`config.mk`:
```
export PLATFORM = sky130hd
export DESIGN_NAME = fcc_top
export DESIGN_NICKNAME = d
export VERILOG_FILES = /design/src/common/fcc_pkg.sv /design/src/design/fcc_top.sv
export SDC_FILE = /design/constraint.sdc
export NUM_CORES = 1
export LEC_CHECK = 0
export BUFFER_PORTS_ARGS = -buffer_cell sky130_fd_sc_hd__buf_4
export CELL_PAD_IN_SITES_DETAIL_PLACEMENT = 1
export CELL_PAD_IN_SITES_GLOBAL_PLACEMENT = 2
export CORE_UTILIZATION = 36
export CTS_CLUSTER_DIAMETER = 30
export DETAILED_ROUTE_END_ITERATION = 8
export GPL_TIMING_DRIVEN = 0
export PLACE_DENSITY = 0.89
export REMOVE_ABC_BUFFERS = 1
export SYNTH_ARGS = -nofsm -noshare
export SYNTH_HDL_FRONTEND = slang
export SYNTH_SLANG_ARGS = --single-unit
```
`constraint.sdc`:
```
create_clock -name sys_clk -period 3.15 [get_ports sys_clk]
set_input_delay 0.63 -clock sys_clk [delete_from_list [all_inputs] [get_ports sys_clk]]
set_output_delay 0.63 -clock sys_clk [all_outputs]
set_load 0.01 [all_outputs]
```
`src/common/fcc_pkg.sv`:
```
// Package of constants and types for the configuration controller.
package fcc_pkg;
	// Configuration port selections.
	typedef enum logic [2:0] {
		FCC_PORT_MSPI = 3'h0,
		FCC_PORT_PAR8 = 3'h1,
		FCC_PORT_SLAVE_SERIAL_LOAD_MODE = 3'h2,
		FCC_PORT_FLASH = 3'h3,
		FCC_PORT_TAP = 3'h4
	} fcc_port_type;

	// Controller states, one-hot.
	typedef enum logic [5:0] {
		FCC_ST_IDLE = 6'h01,
		FCC_ST_HEADER = 6'h02,
		FCC_ST_LOAD = 6'h04,
		FCC_ST_CHECK = 6'h08,
		FCC_ST_USER = 6'h10,
		FCC_ST_FAIL = 6'h20
	} fcc_state_type;

	// Clock rates in kHz.
	localparam int FCC_SYS_CLK_KHZ = 100000;
	localparam int FCC_POWERUP_CLK_KHZ = 3100;
	localparam int FCC_DEFAULT_CLK_KHZ = 2500;
	localparam int FCC_OSC_KHZ = 130000;

	// Half-period divider counts; a least half period rounds up.
	localparam logic [7:0] FCC_DIV_POWERUP =
		8'((FCC_SYS_CLK_KHZ + 2 * FCC_POWERUP_CLK_KHZ - 1) / (2 * FCC_POWERUP_CLK_KHZ));
	localparam logic [7:0] FCC_DIV_DEFAULT =
		8'((FCC_SYS_CLK_KHZ + 2 * FCC_DEFAULT_CLK_KHZ - 1) / (2 * FCC_DEFAULT_CLK_KHZ));

	// Bitstream layout: header word holds a version and clock select fields.
	localparam int FCC_WORD_BITS = 16;
	localparam int FCC_VER_LSB = 0;
	localparam int FCC_VER_BITS = 8;
	localparam int FCC_CLKSEL_LSB = 8;
	localparam int FCC_CLKSEL_BITS = 7;
	localparam int FCC_CLKVALID_BIT = 15;
	localparam logic [15:0] FCC_CRC_INIT = 16'hFFFF;
	localparam logic [15:0] FCC_CRC_POLY = 16'h1021;
	localparam logic [15:0] FCC_SED_WORDS = 16'h0100;
	localparam logic [15:0] FCC_ZERO16 = 16'h0000;

	// Slave SPI command codes.
	localparam logic [7:0] FCC_SPI_READ_STATUS = 8'h05;
	localparam logic [7:0] FCC_SPI_WRITE = 8'h02;
endpackage

```
`src/design/fcc_top.sv`:
```
// Configuration controller: port select, CRC, dual boot, freeze, background check and master clock.
`timescale 1ns/1ps

module fcc_top #(
	parameter int SCAN_LEN = 8,
	parameter logic [7:0] MIN_VERSION = 8'h01,
	parameter logic [23:0] GOLDEN_ADDR = 24'h00_0000,
	parameter logic [23:0] UPDATE_ADDR = 24'h10_0000
) (
	input wire logic sys_clk,
	input wire logic rst,
	input wire fcc_pkg::fcc_port_type port_select,
	input wire logic boot_update,
	input wire logic freeze_enable,
	input wire logic soft_error_check_enable,
	input wire logic soft_error_flag_enable,
	input wire logic soft_error_inject,
	input wire logic par_strobe,
	input wire logic [7:0] par_data,
	input wire logic flash_strobe,
	input wire logic [7:0] flash_data,
	input wire logic spi_sck,
	input wire logic spi_cs_n,
	input wire logic spi_mosi,
	output logic spi_miso,
	output logic spi_miso_oe_n,
	output logic mspi_sck,
	output logic mspi_cs_n,
	output logic mspi_mosi,
	input wire logic mspi_miso,
	output logic [23:0] boot_addr,
	input wire logic tck,
	input wire logic tms,
	input wire logic tdi,
	output logic tdo,
	input wire logic [SCAN_LEN-1:0] scan_capture,
	output logic [SCAN_LEN-1:0] scan_update,
	input wire logic osc_clk_in,
	output logic user_osc_clk,
	output logic config_master_clock,
	output logic user_master_clock,
	output logic io_freeze,
	output logic config_done,
	output logic config_error,
	output logic golden_loaded,
	output logic soft_error
);
	import fcc_pkg::*;

	typedef struct packed {
		fcc_state_type state;
		fcc_port_type port;
		logic [2:0] sck_s;
		logic [1:0] cs_s;
		logic [1:0] mosi_s;
		logic [1:0] miso_s;
		logic [2:0] tck_s;
		logic [1:0] tms_s;
		logic [1:0] tdi_s;
		logic [2:0] par_s;
		logic [2:0] flash_s;
		logic [3:0] tap_state;
		logic tap_load;
		logic [SCAN_LEN-1:0] scan_sr;
		logic [SCAN_LEN-1:0] scan_out;
		logic tdo_q;
		logic [15:0] shift;
		logic [4:0] bits;
		logic [7:0] byte_cnt;
		logic [15:0] crc;
		logic [15:0] len;
		logic [7:0] spi_cmd;
		logic spi_out;
		logic use_golden;
		logic [7:0] div_load;
		logic [7:0] div_pending;
		logic div_change;
		logic [7:0] div_cnt;
		logic mclk;
		logic mspi_clk;
		logic [15:0] sed_cnt;
		logic [15:0] sed_crc;
		logic [15:0] sed_ref;
		logic sed_err;
		logic freeze;
		logic err;
		logic [7:0] osc_div;
	} fcc_regs_type;

	fcc_regs_type st_reg;
	fcc_regs_type st_next;

	// One CRC-16 step over a single bit, shared by load and background check.
	function automatic logic [15:0] crc_bit(input logic [15:0] c, input logic b);
		logic fb;
		fb = c[15] ^ b;
		crc_bit = {c[14:0], 1'b0} ^ (fb ? FCC_CRC_POLY : FCC_ZERO16);
	endfunction

	function automatic logic [15:0] crc_byte(input logic [15:0] c, input logic [7:0] d);
		logic [15:0] r;
		r = c;
		for (int i = 7; i >= 0; i--) begin
			r = crc_bit(r, d[i]);
		end
		crc_byte = r;
	endfunction

	// Half-period divider count for a clock select code; zero means unselected.
	function automatic logic [7:0] div_of(input logic [6:0] sel);
		div_of = (sel == 7'h00) ? FCC_DIV_DEFAULT : {1'b0, sel};
	endfunction

	logic sck_rise;
	logic tck_rise;
	logic par_rise;
	logic flash_rise;
	logic byte_ok;
	logic [7:0] byte_in;
	logic load_active;
	logic [15:0] sed_sum;

	always_comb begin
		sck_rise = st_reg.sck_s[1] & ~st_reg.sck_s[2];
		tck_rise = st_reg.tck_s[1] & ~st_reg.tck_s[2];
		par_rise = st_reg.par_s[1] & ~st_reg.par_s[2];
		flash_rise = st_reg.flash_s[1] & ~st_reg.flash_s[2];
		sed_sum = FCC_CRC_INIT;
		load_active = st_reg.state inside {FCC_ST_HEADER, FCC_ST_LOAD};
		byte_ok = 1'b0;
		byte_in = st_reg.shift[7:0];
		st_next = st_reg;
		// Serial data and select pins pass two flip-flops, clock and strobe pins three; edge logic reads only the second and third stage.
		st_next.sck_s = {st_reg.sck_s[1:0], spi_sck};
		st_next.cs_s = {st_reg.cs_s[0], spi_cs_n};
		st_next.mosi_s = {st_reg.mosi_s[0], spi_mosi};
		st_next.miso_s = {st_reg.miso_s[0], mspi_miso};
		st_next.tck_s = {st_reg.tck_s[1:0], tck};
		st_next.tms_s = {st_reg.tms_s[0], tms};
		st_next.tdi_s = {st_reg.tdi_s[0], tdi};
		st_next.par_s = {st_reg.par_s[1:0], par_strobe};
		st_next.flash_s = {st_reg.flash_s[1:0], flash_strobe};
		// Master clock divider runs always; divider changes only at the end of a high phase.
		if (st_reg.div_cnt >= st_reg.div_load - 8'h01) begin
			st_next.div_cnt = 8'h00;
			st_next.mclk = ~st_reg.mclk;
			if (st_reg.mclk && st_reg.div_change) begin
				st_next.div_load = st_reg.div_pending;
				st_next.div_change = 1'b0;
			end
			if (st_reg.port == FCC_PORT_MSPI && load_active) begin
				st_next.mspi_clk = ~st_reg.mclk;
				// Sample only after a real pin rise, so a load that starts mid-phase takes no extra bit.
				if (st_reg.mspi_clk) begin
					st_next.shift = {st_reg.shift[14:0], st_reg.miso_s[1]};
					st_next.bits = st_reg.bits + 5'h01;
				end
			end else begin
				st_next.mspi_clk = 1'b0;
			end
		end else begin
			st_next.div_cnt = st_reg.div_cnt + 8'h01;
		end
		st_next.osc_div = st_reg.osc_div + 8'h01;
		// Boundary-scan controller: reduced state walk; a scan register update selects the tap port at the next pass through idle.
		if (tck_rise) begin
			st_next.tdo_q = st_reg.scan_sr[0];
			case (st_reg.tap_state)
				4'h0: st_next.tap_state = st_reg.tms_s[1] ? 4'h0 : 4'h1;
				4'h1: st_next.tap_state = st_reg.tms_s[1] ? 4'h2 : 4'h1;
				4'h2: begin
					st_next.tap_state = st_reg.tms_s[1] ? 4'h5 : 4'h3;
					st_next.scan_sr = scan_capture;
				end
				4'h3: begin
					st_next.scan_sr = {st_reg.tdi_s[1], st_reg.scan_sr[SCAN_LEN-1:1]};
					if (st_reg.tms_s[1]) begin
						st_next.tap_state = 4'h4;
					end
					if (load_active && st_reg.port == FCC_PORT_TAP) begin
						st_next.shift = {st_reg.shift[14:0], st_reg.tdi_s[1]};
						st_next.bits = st_reg.bits + 5'h01;
					end
				end
				4'h4: begin
					st_next.scan_out = st_reg.scan_sr;
					st_next.tap_load = 1'b1;
					st_next.tap_state = st_reg.tms_s[1] ? 4'h0 : 4'h1;
				end
				4'h5: st_next.tap_state = st_reg.tms_s[1] ? 4'h0 : 4'h2;
				default: st_next.tap_state = 4'h0;
			endcase
		end
		// Slave SPI: byte-wise shift; a status read returns the done flag and a write command loads data.
		if (st_reg.cs_s[1]) begin
			st_next.bits = (st_reg.port == FCC_PORT_SLAVE_SERIAL_LOAD_MODE) ? 5'h00 : st_next.bits;
			st_next.spi_cmd = 8'h00;
		end else if (sck_rise && st_reg.port == FCC_PORT_SLAVE_SERIAL_LOAD_MODE) begin
			st_next.shift = {st_reg.shift[14:0], st_reg.mosi_s[1]};
			st_next.bits = st_reg.bits + 5'h01;
			st_next.spi_out = st_reg.spi_cmd == FCC_SPI_READ_STATUS ?
				(st_reg.state == FCC_ST_USER) : 1'b0;
		end
		// Bit-serial ports deliver a byte each eight bits.
		if ((st_reg.port inside {FCC_PORT_MSPI, FCC_PORT_TAP, FCC_PORT_SLAVE_SERIAL_LOAD_MODE}) && st_reg.bits == 5'h08) begin
			st_next.bits = 5'h00;
			if (st_reg.port == FCC_PORT_SLAVE_SERIAL_LOAD_MODE && st_reg.spi_cmd != FCC_SPI_WRITE) begin
				st_next.spi_cmd = st_reg.shift[7:0];
			end else begin
				byte_ok = 1'b1;
			end
		end
		// Parallel and flash ports deliver a byte per strobe; other ports are ignored.
		if (st_reg.port == FCC_PORT_PAR8 && par_rise) begin
			byte_ok = 1'b1;
			byte_in = par_data;
		end
		if (st_reg.port == FCC_PORT_FLASH && flash_rise) begin
			byte_ok = 1'b1;
			byte_in = flash_data;
		end
		if (!load_active) begin
			byte_ok = 1'b0;
		end
		case (st_reg.state)
			FCC_ST_IDLE: begin
				// The configuration memory waits on the strapped port after power-up.
				st_next.port = st_reg.tap_load ? FCC_PORT_TAP : port_select;
				st_next.tap_load = 1'b0;
				st_next.crc = FCC_CRC_INIT;
				st_next.byte_cnt = 8'h00;
				st_next.bits = 5'h00;
				st_next.state = FCC_ST_HEADER;
				st_next.freeze = freeze_enable;
				st_next.err = 1'b0;
			end
			FCC_ST_HEADER: if (byte_ok) begin
				// Header: version, clock select, then a 16-bit length; header bytes enter the CRC.
				st_next.crc = crc_byte(st_reg.crc, byte_in);
				st_next.byte_cnt = st_reg.byte_cnt + 8'h01;
				st_next.len = {st_reg.len[7:0], byte_in};
				if (st_reg.byte_cnt == 8'h00 && byte_in < MIN_VERSION) begin
					st_next.state = FCC_ST_FAIL;
				end
				if (st_reg.byte_cnt == 8'h01) begin
					st_next.div_pending = byte_in[7] ? div_of(byte_in[6:0]) : FCC_DIV_DEFAULT;
					st_next.div_change = 1'b1;
				end
				if (st_reg.byte_cnt == 8'h03) begin
					st_next.state = FCC_ST_LOAD;
				end
			end
			FCC_ST_LOAD: if (byte_ok) begin
				st_next.crc = crc_byte(st_reg.crc, byte_in);
				st_next.len = st_reg.len - 16'h0001;
				if (st_reg.len == 16'h0001) begin
					st_next.state = FCC_ST_CHECK;
				end
			end
			FCC_ST_CHECK: begin
				// Trailing two bytes are the CRC itself, so a clean stream leaves zero.
				if (st_reg.crc == FCC_ZERO16) begin
					st_next.state = FCC_ST_USER;
					st_next.freeze = 1'b0;
					st_next.sed_ref = FCC_ZERO16;
					st_next.sed_cnt = FCC_ZERO16;
					st_next.sed_crc = FCC_CRC_INIT;
				end else begin
					st_next.state = FCC_ST_FAIL;
				end
			end
			FCC_ST_FAIL: begin
				// On the master SPI port a bad update image retries from the golden location; a bad golden, or a bad image on any other port, stops.
				st_next.err = 1'b1;
				if (!st_reg.use_golden && st_reg.port == FCC_PORT_MSPI) begin
					st_next.use_golden = 1'b1;
					st_next.state = FCC_ST_IDLE;
				end
			end
			FCC_ST_USER: begin
				// Background sweep: each pass sets the reference for the next; passes after the first compare.
				if (soft_error_check_enable) begin
					st_next.sed_cnt = st_reg.sed_cnt + 16'h0001;
					sed_sum = crc_bit(st_reg.sed_crc, st_reg.sed_cnt[0] ^ soft_error_inject);
					st_next.sed_crc = sed_sum;
					if (st_reg.sed_cnt == FCC_SED_WORDS - 16'h0001) begin
						st_next.sed_cnt = FCC_ZERO16;
						st_next.sed_crc = FCC_CRC_INIT;
						st_next.sed_ref = sed_sum;
						if (st_reg.sed_ref != FCC_ZERO16 && sed_sum != st_reg.sed_ref) begin
							st_next.sed_err = 1'b1;
						end
					end
				end
				// A reboot request reloads from the update location, with outputs frozen only when freeze_enable is set.
				if (boot_update || st_reg.tap_load) begin
					st_next.use_golden = 1'b0;
					st_next.state = FCC_ST_IDLE;
				end
			end
			default: st_next.state = FCC_ST_IDLE;
		endcase
	end

	always_ff @(posedge sys_clk) begin
		if (rst) begin
			st_reg <= '0;
			st_reg.state <= FCC_ST_IDLE;
			st_reg.port <= FCC_PORT_MSPI;
			st_reg.cs_s <= 2'h3;
			st_reg.div_load <= FCC_DIV_POWERUP;
			st_reg.div_pending <= FCC_DIV_POWERUP;
			st_reg.crc <= FCC_CRC_INIT;
			st_reg.sed_crc <= FCC_CRC_INIT;
		end else begin
			st_reg <= st_next;
		end
	end

	always_comb begin
		spi_miso = st_reg.spi_out;
		spi_miso_oe_n = st_reg.cs_s[1] | (st_reg.port != FCC_PORT_SLAVE_SERIAL_LOAD_MODE);
		mspi_sck = st_reg.mspi_clk;
		mspi_cs_n = ~(st_reg.port == FCC_PORT_MSPI && st_reg.state inside {FCC_ST_HEADER, FCC_ST_LOAD});
		mspi_mosi = 1'b0;
		boot_addr = st_reg.use_golden ? GOLDEN_ADDR : UPDATE_ADDR;
		tdo = st_reg.tdo_q;
		scan_update = st_reg.scan_out;
		// The oscillator pin is passed to the clock tree as a clock, not sampled as data.
		user_osc_clk = osc_clk_in;
		config_master_clock = st_reg.mclk;
		user_master_clock = st_reg.mclk & (st_reg.state == FCC_ST_USER);
		io_freeze = st_reg.freeze;
		config_done = st_reg.state == FCC_ST_USER;
		config_error = st_reg.err;
		golden_loaded = st_reg.use_golden;
		soft_error = st_reg.sed_err & soft_error_flag_enable;
	end
endmodule

```
==> results of run 1 <==
cells by family (layout without fill, tap and decap cells):
logic type                 after synthesis  in the layout  synth area share
DFF                                    191            191             0.408
adders and majority gates               18             18            0.0240
AOI/OAI and AO/OA                      235            235             0.166
muxes                                   14             14            0.0150
other                                    1             24          0.000400
and+or+nand+nor                        462            463             0.260
buffers and inverters                  116            124            0.0622
xor gates and xnor gates                66             66            0.0641
timing repair:
action,CTS,global route
setup endpoints to repair,42,48
resized for setup,11,10
setup buffers,1,4
pin swaps,0,2
cloned,1,0
per-layer routing:
layer,track usage,routed length (um)
met5,0,0
met4,0.0569,316
met3,0.0315,714
met2,0.316,11700
met1,0.256,12000
synthesized netlist by cell type, drive strengths merged (3+ instances only):
cell	number	area (um^2)
mux2i	14	140
dfxtp	191	3820
and2	6	40.0
ha	18	225
o21a	4	30.0
a21o	8	60.1
inv	19	71.3
a221oi	6	52.6
clkbuf	52	195
buf	44	313
xnor2	32	295
nand2b	31	194
nor2	137	514
o2111ai	3	26.3
nand2	53	199
o31ai	10	109
a22oi	20	150
nor3b	12	90.1
o211ai	3	22.5
xor2	34	305
nand3b	20	150
nor3	32	165
a21oi	66	330
or3	14	87.6
o22ai	23	144
a21boi	10	75.1
and4	5	43.8
nand4	15	93.8
o21ai	41	205
nor2b	25	156
a31oi	3	18.8
or2	5	31.3
nor4	27	181
and3	24	150
o221ai	8	70.1
nand3	43	215
a211oi	12	95.1
or4	6	45.0
worst reg2reg max path: cells and delay by family (launching register included):
kind / cells / cell delay (ps)
xor+xnor: 2 / 760
simple gates: 2 / 570
flops: 1 / 590
compound gates: 3 / 920
final timing paths:
check / end / slack [ps] / depth (start not counted)
worst min register to register: st_reg[197] / 410 / 1
worst max register to register: st_reg[125] / 230 / 7
worst min-delay path: st_next[197] / 380 / 2
worst max-delay path: st_reg[125] / 230 / 7
final cells by class:
| type | instances | area (um^2) |
|---|---|---|
| repair buffers | 72 | 608 |
| clock inverters | 14 | 190 |
| well taps | 330 | 413 |
| inverters | 20 | 75.1 |
| multi-input cells | 820 | 5160 |
| fillers | 2956 | 14600 |
| flip-flops and latches | 191 | 3830 |
| clock buffers | 18 | 439 |
metrics by stage:
stage	TNS, ps	power, mW
6_report	0	5.56
5_1_grt	0	5.80
4_1_cts	0	5.60
3_5_place_dp	-7800	3.24
3_3_place_gp	-50260	3.23
2_1_floorplan	-60.7	2.97
power breakdown:
group	switching, mW	internal [mW]	total [mW]
Clock	1.06	1.24	2.30
Sequential	0.103	2.47	2.57
Combinational	0.449	0.237	0.687
==> summary.txt, run 1 <==
Status
  – Outcome: completed

Worst setup path
  – CP most frequent cell: xnor2_1
  – Crit path DAT: 3270 ps
  – CP max FO: 9
  – WS Path Type: flop to flop
  – CP bufs+invs: 0
  – Crit. End Element: flop
  – CP max stage delay: 590 ps
  – Crit-path cells: nor4b_4 -> a21boi_0 -> o31ai_2 -> xnor2_1 -> xnor2_1 -> nor4_1 -> a211oi_1
  – CP top delay family: compound AO/OA/AOI/OAI gates
  – RR Startpoint: st_reg[201]
  – CP Launch Type: flop
  – Slowest cell on the critical path: dfxtp_1
  – Critical path required time: 3500 ps
  – Crit. Startpoint: st_reg[201]

Clock tree
  – Hold_buf cts: 0
  – CTS Buf Count: 17
  – Clock Sinks: about 190
  – CTS tree: yes
  – Clk pin slew, worst setup/hold paths: around 70 ps
  – CTS Root Cell: clkbuf_16
  – Clock Latency Late Sink: between 400 and 500 ps
  – CTS H-tree lvls: 4
  – Clk buf depth: 2

Yosys
  – Post-Synthesis Cells: roughly 1,100
  – Synth cell types: 73
  – Sequential share of the synthesized area: 0.408
  – FFs w/ async S/R, synth: 0
  – Seq cells post-synth: roughly 190
  – Synth warnings: 0
  – Synth Flop Type: dfxtp_1
  – Post-synthesis cell area: 9370 um^2
  – Syn_area_per_cell: 8.49 um^2
  – Post-synth EDFFs: 0

STA
  – Minimum clock period: 2920 ps
  – Worst hold margin: 379 ps
  – Worst Skew: 16.0 ps
  – Final setup fails: 0
  – Setup slack after layout: around 230 ps
  – Fin crit share: 0.926
  – Worst slew pin tran: 1260 ps
  – RSZ-0062 raised after global routing: no
  – Fin. Hold Viols: 0
  – Worst slew margin: 0.154
  – Max Fclk: 0.343 GHz
  – Final Max Slew Viols: 0

Die
  – Chip width: 163 um
  – Die area: 26,700 um^2
  – Starting Density: 0.370
  – IO Pins: 90
  – Core area: approximately 25,000 um^2
  – Std cell rows: 58
  – Die height: 163 um

Place
  – Hpwl dp: 17.2 mm
  – DP Area: 9930 um^2
  – Routability Congestion: 0.783
  – Placed Cells: 1,427
  – Port Buf Inserts: 63
  – Worst slack, placed: -446 ps

Finish
  – Final Net Count: 1,184
  – Fin cells: 1,465
  – Layout Utilization: 0.423
  – Share of layout cells above drive strength 1: 0.127
  – Commonest non-fill, non-tap cell in the layout: dfxtp_1
  – Max reg flops: 163
  – Area growth syn-to-layout: 14.3%
  – Most frequent cells in the layout: dfxtp_1 (189), nor2_1 (133), buf_4 (66)
  – Number of diodes: 0
  – Fin area: about 11,000 um^2

Power and ir drop
  – Max IR drop VDD: approximately 0.29 mV
  – P per Cell Area: ~520 nW/um^2
  – Leak pwr: 3.85 nW

Min path
  – Hold Crit Class: primary input to flop
  – Hold path start: spi_cs_n

Global routing
  – Number of global-route vias before repair: 7,920
  – Initial antenna violation count: 0
  – Total gr overflow: 0
  – Largest net degree at the start of global routing: 110
  – GRT Util Overall: 0.192
  – First-pass GRT wire length: 41.0 mm

Routing
  – Vias per std cell: ~5.4
  – Final WL: approximately 25 mm
  – ANT nets after route: 0
  – Wire per inst: 16.9 um
  – First-pass detailed-route iteration total: 5
  – Routed vias: about 8,000
  – # DRC: 0
  – DRT iter0 DRCs: a little under 500

Run
  – Max-cap viol count: 0
Note: power is estimated with default switching activity, not from simulation.
==> inputs of run 2 (changes only) <==
BUFFER_PORTS_ARGS = not set   (was -buffer_cell sky130_fd_sc_hd__buf_4)
CORE_UTILIZATION = 39   (was 36)
DONT_BUFFER_PORTS = 1   (was not set)
PLACE_DENSITY = 0.9   (was 0.89)
==> summary.txt, run 2 (synthesis results as in run 1) <==
Status
  – Outcome: completed

Global routing
  – First-pass GRT wire length: 39.6 mm (-3.5%)
  – Total gr overflow: 0 (unchanged)
  – Number of global-route vias before repair: 7,634 (-3.6%)
  – Met3 Usage GRT: 0.0463 (+0.0148)
  – Most Used Layer, Global Route: met2
  – Initial antenna violation count: 2 (+2)
  – Grt met1 use: 0.263 (+0.00682)
  – Met2 Use GR: 0.332 (+0.0160)
  – GRT Util Overall: 0.202 (+0.0104)
  – Largest net degree at the start of global routing: 170 (+55%)

Clock tree
  – Clock Latency Late Sink: 440 ps (about the same)
  – CTS Root Cell: clkbuf_16
  – Clk pin slew, worst setup/hold paths: 70 ps (about the same)
  – Clock Sinks: 191 (unchanged)
  – CTS H-tree lvls: 4 (unchanged)
  – Clk buf depth: 2 (unchanged)
  – CTS tree: yes
  – Hold_buf cts: 0 (unchanged)
  – CTS Buf Count: 17 (unchanged)

Power and ir drop
  – Max IR drop VDD: 0.379 mV (+29%)
  – Leak pwr: 3.51 nW (-8.8%)
  – Clock group share of total power: 0.421 (+0.007)
  – Logic gate share of total power: 0.106 (-0.018)
  – P per Cell Area: 536 nW/um^2 (+3.2%)
  – Reg power frac: 0.473 (+0.011)
  – Total Power: 5.44 mW (-2.1%)
  – Switching Share: 0.284 (-0.00665)
  – Pint: 3.90 mW (-1.2%)
  – Sw power: 1.54 mW (-4.3%)

Routing
  – Vias per std cell: 5.57 (+2.5%)
  – # DRC: 0 (unchanged)
  – DRT iter0 DRCs: 420 (-14%)
  – Routed vias: 7,759 (-2.6%)
  – Final WL: 24.4 mm (-1.5%)
  – Wire per inst: 17.5 um (+3.7%)
  – First-pass detailed-route iteration total: 4 (-1)
  – ANT nets after route: 0 (unchanged)

Place
  – Hpwl dp: 16.2 mm (-5.9%)
  – DP Area: 9400 um^2 (-5.3%)
  – Routability Congestion: 0.775 (-1.0%)
  – Port Buf Inserts: 0 (-100%)
  – Worst slack, placed: -568 ps (-123 ps)

STA
  – Final Max Slew Viols: 0 (unchanged)
  – Worst Skew: 12.9 ps (-3.07 ps)
  – RSZ-0062 raised after global routing: no
  – Worst slew pin tran: 1190 ps (-74.3 ps)
  – Final setup fails: 0 (unchanged)
  – Worst slew margin: 0.207 (+0.0530)
  – Worst hold margin: 283 ps (-95.8 ps)
  – Fin crit share: 0.955 (+0.0289)
  – Fin. Hold Viols: 0 (unchanged)
  – Minimum clock period: 3010 ps (+91.0 ps)
  – Max Fclk: 0.332 GHz (-3.0%)
  – Setup slack after layout: 142 ps (-91.0 ps)

Finish
  – Fillers: 2,821 (-4.6%)
  – Max reg flops: 163 (unchanged)
  – Area growth syn-to-layout: 8.48%
  – Share of layout cells above drive strength 1: 0.0721 (-0.0548)
  – Commonest non-fill, non-tap cell in the layout: dfxtp_1
  – Final Net Count: 1,118 (-5.6%)
  – Fin area: 10,200 um^2 (-5.1%)
  – Most frequent cells in the layout: dfxtp_1 (190), nor2_1 (133), a21oi_1 (65)
  – Layout Utilization: 0.432 (+0.00882)

Die
  – Std cell rows: 56 (-3.4%)
  – Chip width: 157 um (-3.9%)
  – Die area: 24,600 um^2 (-7.6%)
  – Starting Density: 0.398 (+0.0280)
  – Die height: 157 um (-3.9%)
  – Core area: 23,500 um^2 (-7.0%)
  – IO Pins: 90 (unchanged)

Worst setup path
  – WS Path Type: flop to flop
  – Crit-path cells: and4bb_2 -> and2_4 -> a211oi_2 -> nor2_2 -> nor2_2 -> or4b_1 -> o311a_1
  – CP Launch Type: flop
  – CP max FO: 10 (+1)
  – Slowest cell on the critical path: dfxtp_1
  – Crit. End Element: flop
  – CP max stage delay: 620 ps (+30 ps)
  – CP most frequent cell: nor2_2
  – Critical path required time: 3470 ps (-30 ps)
  – CP bufs+invs: 0 (unchanged)
  – Crit path DAT: 3330 ps (+60 ps)
  – CP top delay family: simple AND/OR/NAND/NOR gates

Min path
  – Hold Crit Class: primary input to flop

Run
  – Max-cap viol count: 0 (unchanged)
## run 2: cell count changes in the layout (fill, tap and decap cells not counted), moves of 2 or more
cell | before | now
nand2_2 | 0 | 2
buf_16 | 2 | 0
diode_2 | 0 | 5
o31ai_4 | 1 | 3
clkinv_4 | 3 | 1
o31ai_2 | 7 | 5
nand2_1 | 53 | 51
buf_4 | 66 | 3
## run 2: final cells by class
type	instances	area, um^2	share of cell area
Clock inverter	12	168	0.0165
Inverter	20	75.1	0.00739
Clock buffer	19	453	0.0446
Multi-Input combinational cell	820	5170	0.508
Timing Repair Buffer	6	63.8	0.00628
Sequential cell	191	3820	0.376
Antenna cell	5	12.5	0.00123
Tap cell	319	399	0.0393
## run 2: what timing repair did
item                                    4_1_cts  5_1_grt
pin swaps                                     0        1
buffers inserted                              1        2
endpoints found under the setup margin       46       70
gates cloned                                  1        0
resized for setup                             7       14
## run 2: stage by stage
step                setup TNS (ps)  std cells
global placement            -48670       1349
CTS                           -223       1385
global route                     0       1389
floorplan                    -60.7       1030
detailed placement          -10860       1352
finish                           0       1392
## run 2: layer usage
| metal | vias up | share of wire |
|---|---|---|
| met5 | - | 0.00053 |
| met4 | 2 | 0.016 |
| met3 | 29 | 0.040 |
| met2 | 109 | 0.47 |
| met1 | 3824 | 0.47 |
| li1 | 3795 | - |
## run 2: worst paths after layout
path                            slack, ps           to  cells after the start    startpoint
worst min register to register        410  st_reg[197]                      1  st_next[197]
worst max register to register        140  st_reg[119]                      7   st_reg[202]
worst min-delay path                  280  st_reg[106]                      1           rst
worst max-delay path                  140  st_reg[119]                      7   st_reg[202]
## run 2: power by group through the flow
| stage | registers (mW) | clock network [mW] | logic [mW] |
|---|---|---|---|
| 2_1_floorplan | 2.58 | 0 | 0.393 |
| 3_3_place_gp | 2.61 | 0 | 0.529 |
| 3_5_place_dp | 2.61 | 0 | 0.538 |
| 4_1_cts | 2.57 | 2.35 | 0.555 |
| 5_1_grt | 2.58 | 2.45 | 0.632 |
| 6_report | 2.58 | 2.29 | 0.576 |
